==> src/verilog/adc_link_pkg.sv <==
// Shared constants for the converter serial port and its host end.
// Assumes one 250 MHz system clock on both ends; link pins are sampled on it.
package adc_link_pkg;
  // Interface mode strap values
  typedef enum logic [1:0] {
    mode_async_irq,
    mode_sync_master,
    mode_sync_slave
  } link_mode_e;
  // Strap encoding of the three-level strap pin
  localparam logic [1:0] STRAP_HIGH = 2'h1;
  localparam logic [1:0] STRAP_LOW = 2'h0;
  // Word and frame limits
  localparam int WORD_W_MAX = 32;
  localparam int WORDS_MAX = 8;
  localparam int FRAME_BITS_MAX = WORD_W_MAX * WORDS_MAX;
  localparam int CNT_W = $clog2(FRAME_BITS_MAX + 1);
  // Modulator clock period and the half-period missed-result pulse
  localparam int CLK_MHZ = 250;
  localparam int MODULATOR_CLOCK_PERIOD_NS = 40;
  localparam int MODULATOR_CLOCK_PERIOD_CYC = MODULATOR_CLOCK_PERIOD_NS * CLK_MHZ / 1000;
  localparam int MISS_PULSE_CYC = (MODULATOR_CLOCK_PERIOD_CYC / 2 < 1) ? 1 : MODULATOR_CLOCK_PERIOD_CYC / 2;
  // Default divider for the internal clock; the half period is the divider value plus one system cycles
  localparam int DIV_W = 8;
  localparam logic [DIV_W-1:0] DIV_RESET = 8'h02;
endpackage : adc_link_pkg

==> src/verilog/adc_link_if.sv <==
// Serial link between the converter port and the host serial port.
// Resolves three-state data and the shared clock pin from the enables.
interface adc_link_if;
  logic cs_n;
  logic sclk_host;
  logic sclk_dev;
  logic sclk_dev_oe;
  logic din;
  logic dout_dev;
  logic dout_oe;
  logic conversion_ready_n;
  wire sclk;
  wire dout;
  // Device drives the clock only in master mode
  assign sclk = sclk_dev_oe ? sclk_dev : sclk_host;
  // Undriven data output idles high, as with a pull-up
  assign dout = dout_oe ? dout_dev : 1'b1;
  modport device (
    input cs_n, sclk_host, din,
    output sclk_dev, sclk_dev_oe, dout_dev, dout_oe, conversion_ready_n
  );
  modport host (
    output cs_n, sclk_host, din,
    input sclk, dout, conversion_ready_n
  );
endinterface : adc_link_if

==> src/verilog/adc_serial_port.sv <==
// Converter end of the serial link: shifts results out, commands in.
// Assumes link pins synchronous to clock; result_valid is a one-cycle pulse.
// Operation
// - Only SPI mode one, CPOL0 CPHA1.
// - Strap sampled once after reset picks mode.
// - Host holds chip select low whole frame.
// - Chip select high resets frame, tristates output.
// - Host clock idles low, bursts allowed.
// - Input data sampled on falling clock edge.
// - Command applies only after whole frame.
// - Output data changes on rising clock edge.
// - Output released after last bit shifted.
// - Ready falls every new result, ignoring select.
// - Ready stays low until select rises.
// - Overrun: half-period high pulse, flag, keep data.
// - Ready pin always driven in async mode.
// - Master drives clock, ready, data; host din.
// - Master clock runs continuously from divider.
// - Ready falling loads shifter, opens frame.
// - Master mode: both data change rising.
// - Master: ready rises after last bit.
// - Internal clock fast enough for frame.
module adc_serial_port
  import adc_link_pkg::*;
#(
  parameter int WORD_W = 24,
  parameter int WORDS = 6
) (
  // System
  input wire logic clock,
  input wire logic rstn,
  // Strap, high/low/float encoded
  input wire logic [1:0] interface_mode_strap,
  // Frame shape
  input wire logic [5:0] word_bits,
  input wire logic [3:0] words_per_frame,
  // Internal clock divider
  input wire logic [DIV_W-1:0] clock_divider_register,
  // Result source
  input wire logic result_valid,
  input wire logic [WORD_W*WORDS-1:0] result_data,
  // Received frame
  output logic rx_valid,
  output logic [WORD_W*WORDS-1:0] rx_data,
  output logic missed_result_flag,
  input wire logic missed_clear,
  output link_mode_e link_mode,
  // Link
  adc_link_if.device link
);
  localparam int FW = WORD_W * WORDS;

  typedef struct packed {
    link_mode_e mode;
    logic strap_done;
    logic sclk_prev;
    logic sclk_out;
    logic [DIV_W-1:0] div_cnt;
    logic [FW-1:0] tx;
    logic [FW-1:0] rx;
    logic [CNT_W-1:0] bits;
    logic active;
    logic launched; // First rise of the frame seen
    logic out_en;
    logic ready_n;
    logic [7:0] miss_cnt;
    logic missed;
    logic rx_valid;
    logic [FW-1:0] rx_out;
  } state_s;

  state_s s_q, s_d;
  logic master;
  logic sclk_in;
  logic rise;
  logic fall;
  logic [CNT_W-1:0] frame_bits;
  logic frame_open;
  logic overrun;

  // Frame length from configured word size and count
  // Operands widened first: the narrow product would wrap before the cast
  assign frame_bits = CNT_W'(word_bits) * CNT_W'(words_per_frame);
  assign master = (s_q.mode == mode_sync_master);
  assign sclk_in = master ? s_q.sclk_out : link.sclk_host;
  // Edges are seen one system cycle after the pin moves
  assign rise = sclk_in & ~s_q.sclk_prev;
  assign fall = ~sclk_in & s_q.sclk_prev;
  // In master mode there is no select; the frame is bounded by ready
  assign frame_open = master ? ~s_q.ready_n : ~link.cs_n;
  // A result landing inside an unfinished frame is lost, not loaded
  assign overrun = s_q.active && (s_q.bits < frame_bits);

  // Next-state logic
  always_comb begin
    s_d = s_q;
    s_d.rx_valid = 1'b0;
    // Strap caught once on the first clock after reset
    if (!s_q.strap_done) begin
      s_d.strap_done = 1'b1;
      if (interface_mode_strap == STRAP_HIGH) begin
        s_d.mode = mode_async_irq;
      end else if (interface_mode_strap == STRAP_LOW) begin
        s_d.mode = mode_sync_master;
      end else begin
        s_d.mode = mode_sync_slave;
      end
    end
    // Continuous master clock from the divider
    if (s_q.div_cnt >= clock_divider_register) begin
      s_d.div_cnt = '0;
      s_d.sclk_out = ~s_q.sclk_out;
    end else begin
      s_d.div_cnt = s_q.div_cnt + 1'b1;
    end
    s_d.sclk_prev = sclk_in;
    // Overrun pulse countdown; ready drops back low when it expires
    if (s_q.miss_cnt != 8'h00) begin
      s_d.miss_cnt = s_q.miss_cnt - 8'h01;
      if (s_q.miss_cnt == 8'h01) begin
        s_d.ready_n = 1'b0;
      end
    end
    // Clear first, so an overrun in the same cycle still sets the flag
    if (missed_clear) begin
      s_d.missed = 1'b0;
    end
    if (!frame_open && !master) begin
      // Select high: drop any partial frame
      s_d.active = 1'b0;
      s_d.out_en = 1'b0;
      s_d.bits = '0;
      s_d.launched = 1'b0;
      if (s_q.active || s_q.bits != '0) begin
        s_d.ready_n = 1'b1;
      end
      if (s_q.bits == frame_bits && s_q.bits != '0) begin
        s_d.rx_valid = 1'b1;
        s_d.rx_out = s_q.rx;
      end
    end else if (frame_open) begin
      if (!s_q.active) begin
        s_d.active = 1'b1;
        s_d.out_en = 1'b1;
      end
      // Mode 1: launch on rise, capture on fall
      // The first rise launches the MSB already on the pin; only later rises shift
      if (rise && s_q.bits < frame_bits) begin
        if (s_q.bits != '0) begin
          s_d.tx = {s_q.tx[FW-2:0], 1'b0};
        end
        s_d.launched = 1'b1;
        s_d.out_en = 1'b1;
      end
      // A fall before the first rise belongs to no bit of this frame
      if (fall && s_q.active && s_q.launched && s_q.bits < frame_bits) begin
        s_d.rx = {s_q.rx[FW-2:0], link.din};
        s_d.bits = s_q.bits + 1'b1;
        if (s_q.bits + 1'b1 == frame_bits) begin
          s_d.out_en = 1'b0;
          if (master) begin
            s_d.ready_n = 1'b1;
            s_d.active = 1'b0;
            s_d.bits = '0;
            s_d.launched = 1'b0;
            s_d.rx_valid = 1'b1;
            s_d.rx_out = {s_q.rx[FW-2:0], link.din};
          end
        end
      end
    end
    // New result: load, or flag an overrun and keep the shifter
    // A loaded result that was never read is simply replaced by the newer one
    if (result_valid && s_q.strap_done) begin
      if (overrun) begin
        s_d.missed = 1'b1;
        s_d.ready_n = 1'b1;
        s_d.miss_cnt = 8'(MISS_PULSE_CYC);
      end else begin
        s_d.tx = result_data;
        s_d.launched = 1'b0;
        s_d.ready_n = 1'b0;
        s_d.bits = '0;
        s_d.active = 1'b0;
      end
    end
  end

  // Single state register
  // Reset is synchronous, so the strap is taken on the first edge after release
  always_ff @(posedge clock) begin
    if (!rstn) begin
      s_q <= '{mode: mode_async_irq, ready_n: 1'b1, default: '0};
    end else begin
      s_q <= s_d;
    end
  end

  // Pins: ready always driven in async mode, clock only in master mode
  // Data enable needs the count short of the frame, so the pin frees at the last bit
  assign link.conversion_ready_n = s_q.ready_n;
  assign link.sclk_dev = s_q.sclk_out;
  assign link.sclk_dev_oe = master & s_q.strap_done;
  assign link.dout_dev = s_q.tx[FW-1];
  assign link.dout_oe = s_q.out_en & frame_open & (s_q.bits < frame_bits);
  assign rx_valid = s_q.rx_valid;
  assign rx_data = s_q.rx_out;
  assign missed_result_flag = s_q.missed;
  assign link_mode = s_q.mode;
endmodule : adc_serial_port

==> src/flat_wrapper.sv <==
// flat-port wrapper written by rule: the top's interface ports become plain ports
module adc_serial_port_flat import adc_link_pkg::*;
#(
  parameter int WORD_W = 24,
  parameter int WORDS = 6
)
  (clock, rstn, interface_mode_strap, word_bits, words_per_frame, clock_divider_register, result_valid, result_data, rx_valid, rx_data, missed_result_flag, missed_clear, link_mode, link_cs_n, link_sclk_host, link_din, link_sclk_dev, link_sclk_dev_oe, link_dout_dev, link_dout_oe, link_conversion_ready_n);
  adc_link_if link_i ();
  input wire logic clock;
  input wire logic rstn;
  input wire logic [1:0] interface_mode_strap;
  input wire logic [5:0] word_bits;
  input wire logic [3:0] words_per_frame;
  input wire logic [DIV_W-1:0] clock_divider_register;
  input wire logic result_valid;
  input wire logic [WORD_W*WORDS-1:0] result_data;
  output logic rx_valid;
  output logic [WORD_W*WORDS-1:0] rx_data;
  output logic missed_result_flag;
  input wire logic missed_clear;
  output link_mode_e link_mode;
  input wire logic [$bits(link_i.cs_n)-1:0] link_cs_n;
  input wire logic [$bits(link_i.sclk_host)-1:0] link_sclk_host;
  input wire logic [$bits(link_i.din)-1:0] link_din;
  output wire logic [$bits(link_i.sclk_dev)-1:0] link_sclk_dev;
  output wire logic [$bits(link_i.sclk_dev_oe)-1:0] link_sclk_dev_oe;
  output wire logic [$bits(link_i.dout_dev)-1:0] link_dout_dev;
  output wire logic [$bits(link_i.dout_oe)-1:0] link_dout_oe;
  output wire logic [$bits(link_i.conversion_ready_n)-1:0] link_conversion_ready_n;
  assign link_i.cs_n = link_cs_n;
  assign link_i.sclk_host = link_sclk_host;
  assign link_i.din = link_din;
  assign link_sclk_dev = link_i.sclk_dev;
  assign link_sclk_dev_oe = link_i.sclk_dev_oe;
  assign link_dout_dev = link_i.dout_dev;
  assign link_dout_oe = link_i.dout_oe;
  assign link_conversion_ready_n = link_i.conversion_ready_n;
  adc_serial_port #(.WORD_W(WORD_W), .WORDS(WORDS)) u_core (.clock(clock), .rstn(rstn), .interface_mode_strap(interface_mode_strap), .word_bits(word_bits), .words_per_frame(words_per_frame), .clock_divider_register(clock_divider_register), .result_valid(result_valid), .result_data(result_data), .rx_valid(rx_valid), .rx_data(rx_data), .missed_result_flag(missed_result_flag), .missed_clear(missed_clear), .link_mode(link_mode), .link(link_i));
endmodule
==> config.mk <==
export PLATFORM = sky130hd
export DESIGN_NAME = adc_serial_port_flat
export DESIGN_NICKNAME = d
export VERILOG_FILES = /design/src/verilog/adc_link_pkg.sv /design/src/verilog/adc_link_if.sv /design/src/verilog/adc_serial_port.sv /design/src/flat_wrapper.sv
export SDC_FILE = /design/constraint.sdc
export NUM_CORES = 1
export LEC_CHECK = 0
export BUFFER_PORTS_ARGS = -buffer_cell sky130_fd_sc_hd__buf_2
export CAP_MARGIN = 0
export CELL_PAD_IN_SITES_DETAIL_PLACEMENT = 0
export CELL_PAD_IN_SITES_GLOBAL_PLACEMENT = 1
export CORE_ASPECT_RATIO = 0.75
export CORE_MARGIN = 2
export CORE_UTILIZATION = 33
export CTS_BUF_LIST = sky130_fd_sc_hd__clkbuf_16
export DETAILED_ROUTE_END_ITERATION = 6
export PLACE_DENSITY = 0.68
export SYNTH_ARGS = -nofsm -noshare
export SYNTH_HDL_FRONTEND = slang
export SYNTH_SLANG_ARGS = --single-unit
==> constraint.sdc <==
create_clock -name clock -period 6.06 [get_ports clock]
set_input_delay 0.303 -clock clock [delete_from_list [all_inputs] [get_ports clock]]
set_output_delay 0.303 -clock clock [all_outputs]
set_load 0.03 [all_outputs]
### Word level (Yosys, flattened, before mapping)

Index checks and enable logic that the tools add are counted.
W data, S select, Z words.

* register bits after elaboration: 468
* input port bits: 171
* logic and storage cells: 94

* add/sub/neg operators: 3
* multiply operators: 1
* order comparisons: 2
* equal/unequal tests: 6
* multiplexer cells: 32
* bitwise gates (word level): 12
* reduce and logical (&&, ||, !) cells: 22

Operator list (count)
* $mux W145: 6
* $mux W144: 4
* $mux W301: 1
* $mux W288: 1
* $mux W157: 1
* $mux W11: 3
* $mux W13: 2
* $eq A9 B9 Y1: 2
* $mux W9: 2
* $mux W10: 1
* $add A9 B1 Y9 const B: 1
* $lt A9 B9 Y1: 1
* $mul A6 B4 Y9: 1
* $reduce_bool A9 Y1: 1
* $add A8 B1 Y8 const B: 1
* $eq A8 B1 Y1 const B: 1
* $ge A8 B8 Y1: 1
* $logic_and A1 B1 Y1: 8
* $mux W1: 8
* $reduce_bool A2 Y1: 4
* $reduce_bool A8 Y1: 1
* $sub A8 B1 Y8 const B: 1
* $not A1 Y1: 7
* $mux W2: 3
* 9 further kinds: 16

### Depth between registers and ports, before layout

* depth after elaboration: 12
* depth in mapped cells: 22
* depth with buffers taken out: 18

### Worst setup path before layout

No wires, ideal clock.

* path kind: input -> register
* start: in words_per_frame[1]
* end: reg u_core.s_q[156] (netlist name)
* arrival: 4494 ps
* required time: 5943 ps
* setup slack: 1449 ps
* stages: 20
* buffers on the path: 2
* cells stage by stage: and2_1 -> fa_1 -> inv_1 -> fa_1 -> inv_1 -> ha_1 -> a211o_1 -> o211ai_2 -> a21oi_2 -> xnor2_2 -> ha_1 -> a211oi_1 -> nand2_1 -> o32a_1 -> buf_6 -> nor3_1 -> nand3_1 -> o21ai_0 -> buf_2 -> nor2_1

* word-level cells in the longest chain between the ends: 11
* elaborated cells on any way between the ends: 14
* those cells by class: mul (1); order compare (1); eq/ne (1); mux (8); reduce/logical (3)

RTL lines
* start: declaration: line flat_wrapper.sv:13 `input wire logic [3:0] words_per_frame;`
* $mul A6 B4 Y9 *: line adc_serial_port.sv:83 `assign frame_bits = CNT_W'(word_bits) * CNT_W'(words_per_frame);`
* $lt A9 B9 Y1: line adc_serial_port.sv:92, adc_serial_port.sv:148, adc_serial_port.sv:156
* $logic_and A1 B1 Y1: line adc_serial_port.sv:148 `if (rise && s_q.bits < frame_bits) begin`
* $mux W2: line adc_serial_port.sv:148
* $mux W11: line adc_serial_port.sv:161 `if (master) begin`
* $mux W13: line adc_serial_port.sv:159 `if (s_q.bits + 1'b1 == frame_bits) begin`
* $mux W157: line adc_serial_port.sv:156 `if (fall && s_q.active && s_q.launched && s_q.bits < frame_bits) begin`
* $mux W301: line adc_serial_port.sv:141 `end else if (frame_open) begin`
* $mux W13: line adc_serial_port.sv:128 `if (!frame_open && !master) begin`
* $mux W11: line adc_serial_port.sv:175 `if (overrun) begin`
* $mux W11 *: line adc_serial_port.sv:174 `if (result_valid && s_q.strap_done) begin`
* end signal: assignment: line adc_serial_port.sv:193 `s_q <= '{mode: mode_async_irq, ready_n: 1'b1, default: '0};`
* end signal: assignment: line adc_serial_port.sv:195 `s_q <= s_d;`
* end: declaration: line adc_serial_port.sv:72 `state_s s_q, s_d;`

Every way passes the cells marked *; elsewhere a longest branch is shown, timed or not.
A chain may end at the register's enable or synchronous reset.

### Worst setup path in the final report

* start: in words_per_frame[1]
* end: reg u_core.s_q[452] (netlist name)

* word-level cells in the longest chain between the ends: 8
* elaborated cells on any way between the ends: 9
* those cells by class: mul (1); order compare (1); mux (5); reduce/logical (2)

RTL lines (line)
* $mul A6 B4 Y9 *: adc_serial_port.sv:83
* $lt A9 B9 Y1 *: adc_serial_port.sv:92, adc_serial_port.sv:148
* $logic_and A1 B1 Y1: adc_serial_port.sv:148
* $mux W144: adc_serial_port.sv:148
* $mux W301: adc_serial_port.sv:141
* $mux W288: adc_serial_port.sv:128
* $mux W144: adc_serial_port.sv:175
* $mux W144 *: adc_serial_port.sv:174

Marks and branches as above.

==> metrics.yaml <==
status: "completed"
p_leak_nw: 10.7
timing.final.crit_share_pct: 84.4
via_per_inst: 5.16
drtIter0Drc: 1105
grt-busiest-layer: "met2"
clockBufferDepth: 3
htreeDepth: 2
fin_ws_ns: 0.946
finalHoldViolCount: 0
final.setup.tns_ns: 0
core_um2: 67200
grt_pass1_vias: 18300
final_common_cell: "dfxtp_1"
finalSetupViolCount: 0
cts_buffers: 50
p_int_mw: 5.14
combPwrFrac_pct: 10.5
synthXorXnorAreaFrac_pct: 1.51
hold_path.class: "input pin to flip-flop"
grt_usage_pct: 16.3
clock.fmax_ghz: 0.196
utilization_pct: 38.8
synth.area.top_cells: "dfxtp_1, nand2_1, mux2i_1"
root_buffer: "clkbuf_16"
r2r_end: "u_core.s_q[452]"
flow.area_growth_from_synthesis_pct: 15.5
use_met1_pct: 21.8
met3_usage_pct: 3.20
netlist_area_um2: 22600
finalNetCount: 2925
nFillCells: 6690
seq_area_frac_synth_pct: 41.5
die_height_um: 230
tritoncts: "done"
synth_edf_count: 0
reg2reg_slack_ns: 2.51
slew_headroom_pct: 5.57
worst_slew_pin_slew_ns: 1.42
dieArea_um2: 70500
drc_errors: 0
die_w_um: 306
holdPathStages: 3
stdcell_area_um2: 26000
vias: 18700
synth_area_per_cell_um2: 8.68
critPathKind: "input pin to flip-flop"
grtUsageMet2_pct: 26.7
synth-adder-area-share_pct: 2.65
cts.sinks: 468
initial_core_util_pct: 33.6
grt_max_degree: 254
clk_pin_slew_ns: 0.06
vdd_ir_drop_max_mv: 0.182
dp_hpwl_mm: 36.9
synth_cells: 2599
finalPower_mw: 6.88
drv_cap: 0
placed_cell_area_um2: 23700
dr.pass1.iters: 5
arrival_ns: 5.56
endpoint_kind: "flip-flop"
rows: 82
wl_per_cell_um: 16.3
skew_ns: 0.0186
clockPowerShare_pct: 42.4
synthSimpleGateAreaFrac_pct: 14.5
grt_overflow_total: 0
path_max_fanout: 144
muxShareOfSynthArea_pct: 6.53
synth_top_family_by_area: "compound AO/OA/AOI/OAI gates"
cts_setup_buffers: 0
slew_viol_final: 0
ys_async_sr_fraction_pct: 0
holdPathEnd: "u_core.s_q[439]"
final_layout_size_suffix_gt1_share_pct: 20.5
worstPathRequired_ns: 6.50
synth_flop_cell: "dfxtp_1"
worstHoldStart: "result_data[128]"
yosysTopAreaCell: "dfxtp_1"
place_ws_ns: 0.558
antenna_found_initial: 5
port_buffers: 323
ys_ff_latch: 468
grt_first_pass_wirelength_mm: 96.4
wirelength_mm: 59.3
synth.distinct_cells: 62
swShare_pct: 25.2
cts_resized: 0
power_density_nw_per_um2: 264
yosys_warnings: 0
r2r-start: "u_core.s_q[159]"
ff2ff_path_depth: 11
synth_nets: 2813
rsz0062_at_grt: "false"
yosys.area.top_type_share_pct: 41.5
final_cell_mix: "dfxtp_1, nand2_1, buf_2, o21ai_0, a21oi_1"
synth_compound_area_share_pct: 23.3
pwr-share-seq_pct: 47.1
worst_setup_path_start_kind: "input pin"
switching_power_mw: 1.74
postRouteAntennaNets: 0
gp_congestion: 0.834
pin_count: 324
worstSkewPairLatency_ns: 0.58
layout_min_cycle_time_ns: 5.11
-- final cells by class --
cell class	count	area [µm²]	share of cell area, %
Multi-Input combinational cell	1712	11000	42.2
Inverter	30	113	0.432
Timing Repair Buffer	449	2940	11.3
Tap cell	882	1100	4.24
Clock buffer	50	1250	4.80
Sequential cell	468	9370	36.0
Antenna cell	1	2.50	0.00961
Clock inverter	35	267	1.02
-- metrics by stage --
step | hold slack [ns] | cells
finish | 0.0284 | 3627
global route | 0.00788 | 3627
CTS | 0.000532 | 3626
detailed placement | 0.464 | 3463
global placement | 0.459 | 3463
floorplan | 0.331 | 2599
-- cell usage after synthesis, drive strengths merged, types with 15 or more instances --
cell type / n
a21boi: 148
a21oi: 155
and2: 19
buf: 215
clkbuf: 174
dfxtp: 468
ha: 35
inv: 30
mux2i: 146
nand2: 454
nand3: 15
nand4: 147
nor2: 38
o21ai: 292
o221a: 144
xnor2: 20
-- logic make-up after synthesis --
logic type                 Yosys count
muxes                              147
and+or+nand+nor                    715
adders and majority gates           43
xor gates and xnor gates            34
DFF                                468
buffers and inverters              419
AOI/OAI and AO/OA                  773
-- power by group through the flow --
stage / logic, mW / clock network [mW] / registers, mW
2_1_floorplan: 0.490 / 0 / 3.29
3_3_place_gp: 0.655 / 0 / 3.30
3_5_place_dp: 0.678 / 0 / 3.31
4_1_cts: 0.722 / 3.00 / 3.24
5_1_grt: 0.810 / 3.13 / 3.25
6_report: 0.721 / 2.91 / 3.24
-- worst max-delay path by stage --
stage | startpoint | endpoint | slack, ns | depth (start not counted)
2_1_floorplan | words_per_frame[1] | u_core.s_q[156] | 1.45 | 20
3_3_place_gp | words_per_frame[1] | u_core.rx_data[89] | 0.62 | 21
3_5_place_dp | words_per_frame[1] | u_core.rx_data[89] | 0.56 | 21
4_1_cts | words_per_frame[1] | link_dout_oe | 1.16 | 19
5_1_grt | words_per_frame[1] | u_core.rx_data[91] | 0.86 | 21
6_report | words_per_frame[1] | u_core.s_q[452] | 0.95 | 21
-- state kept, by name (all words and copies together) (netlist names) --
name	cells
u_core.link.conversion_ready_n	1
u_core.link.sclk_dev	1
u_core.rx_data	144
u_core.rx_valid	1
u_core.link.dout_dev	1
u_core.s_q	317
u_core.link_mode	2
u_core.missed_result_flag	1
-- metal layers --
metal / up-vias / part of all wire [%]
met5: - / 0.088
li1: 9350 / -
met2: 393 / 45
met1: 8860 / 47
met3: 100 / 4.9
met4: 8 / 2.5
-- timing repair --
item                                   CTS  global route
endpoints found under the hold margin   78             0
hold buffers                            78             0
setup endpoints to repair                0             0
-- critical path, stage by stage --
cell and delay [ns]:
buf_2 0.13, and2_1 0.17, fa_1 0.53, inv_1 0.05
fa_1 0.47, inv_1 0.04, ha_1 0.36, a211o_1 0.33
o211ai_2 0.11, a21oi_2 0.10, xnor2_2 0.18, ha_1 0.24
a211oi_1 0.24, nand2_1 0.12, o32a_1 0.35, buf_4 0.19
nor2_1 0.29, nand4b_1 0.22, buf_12 0.26, mux2i_1 0.38
a21oi_1 0.09
Power figures use the tool's default switching activity.
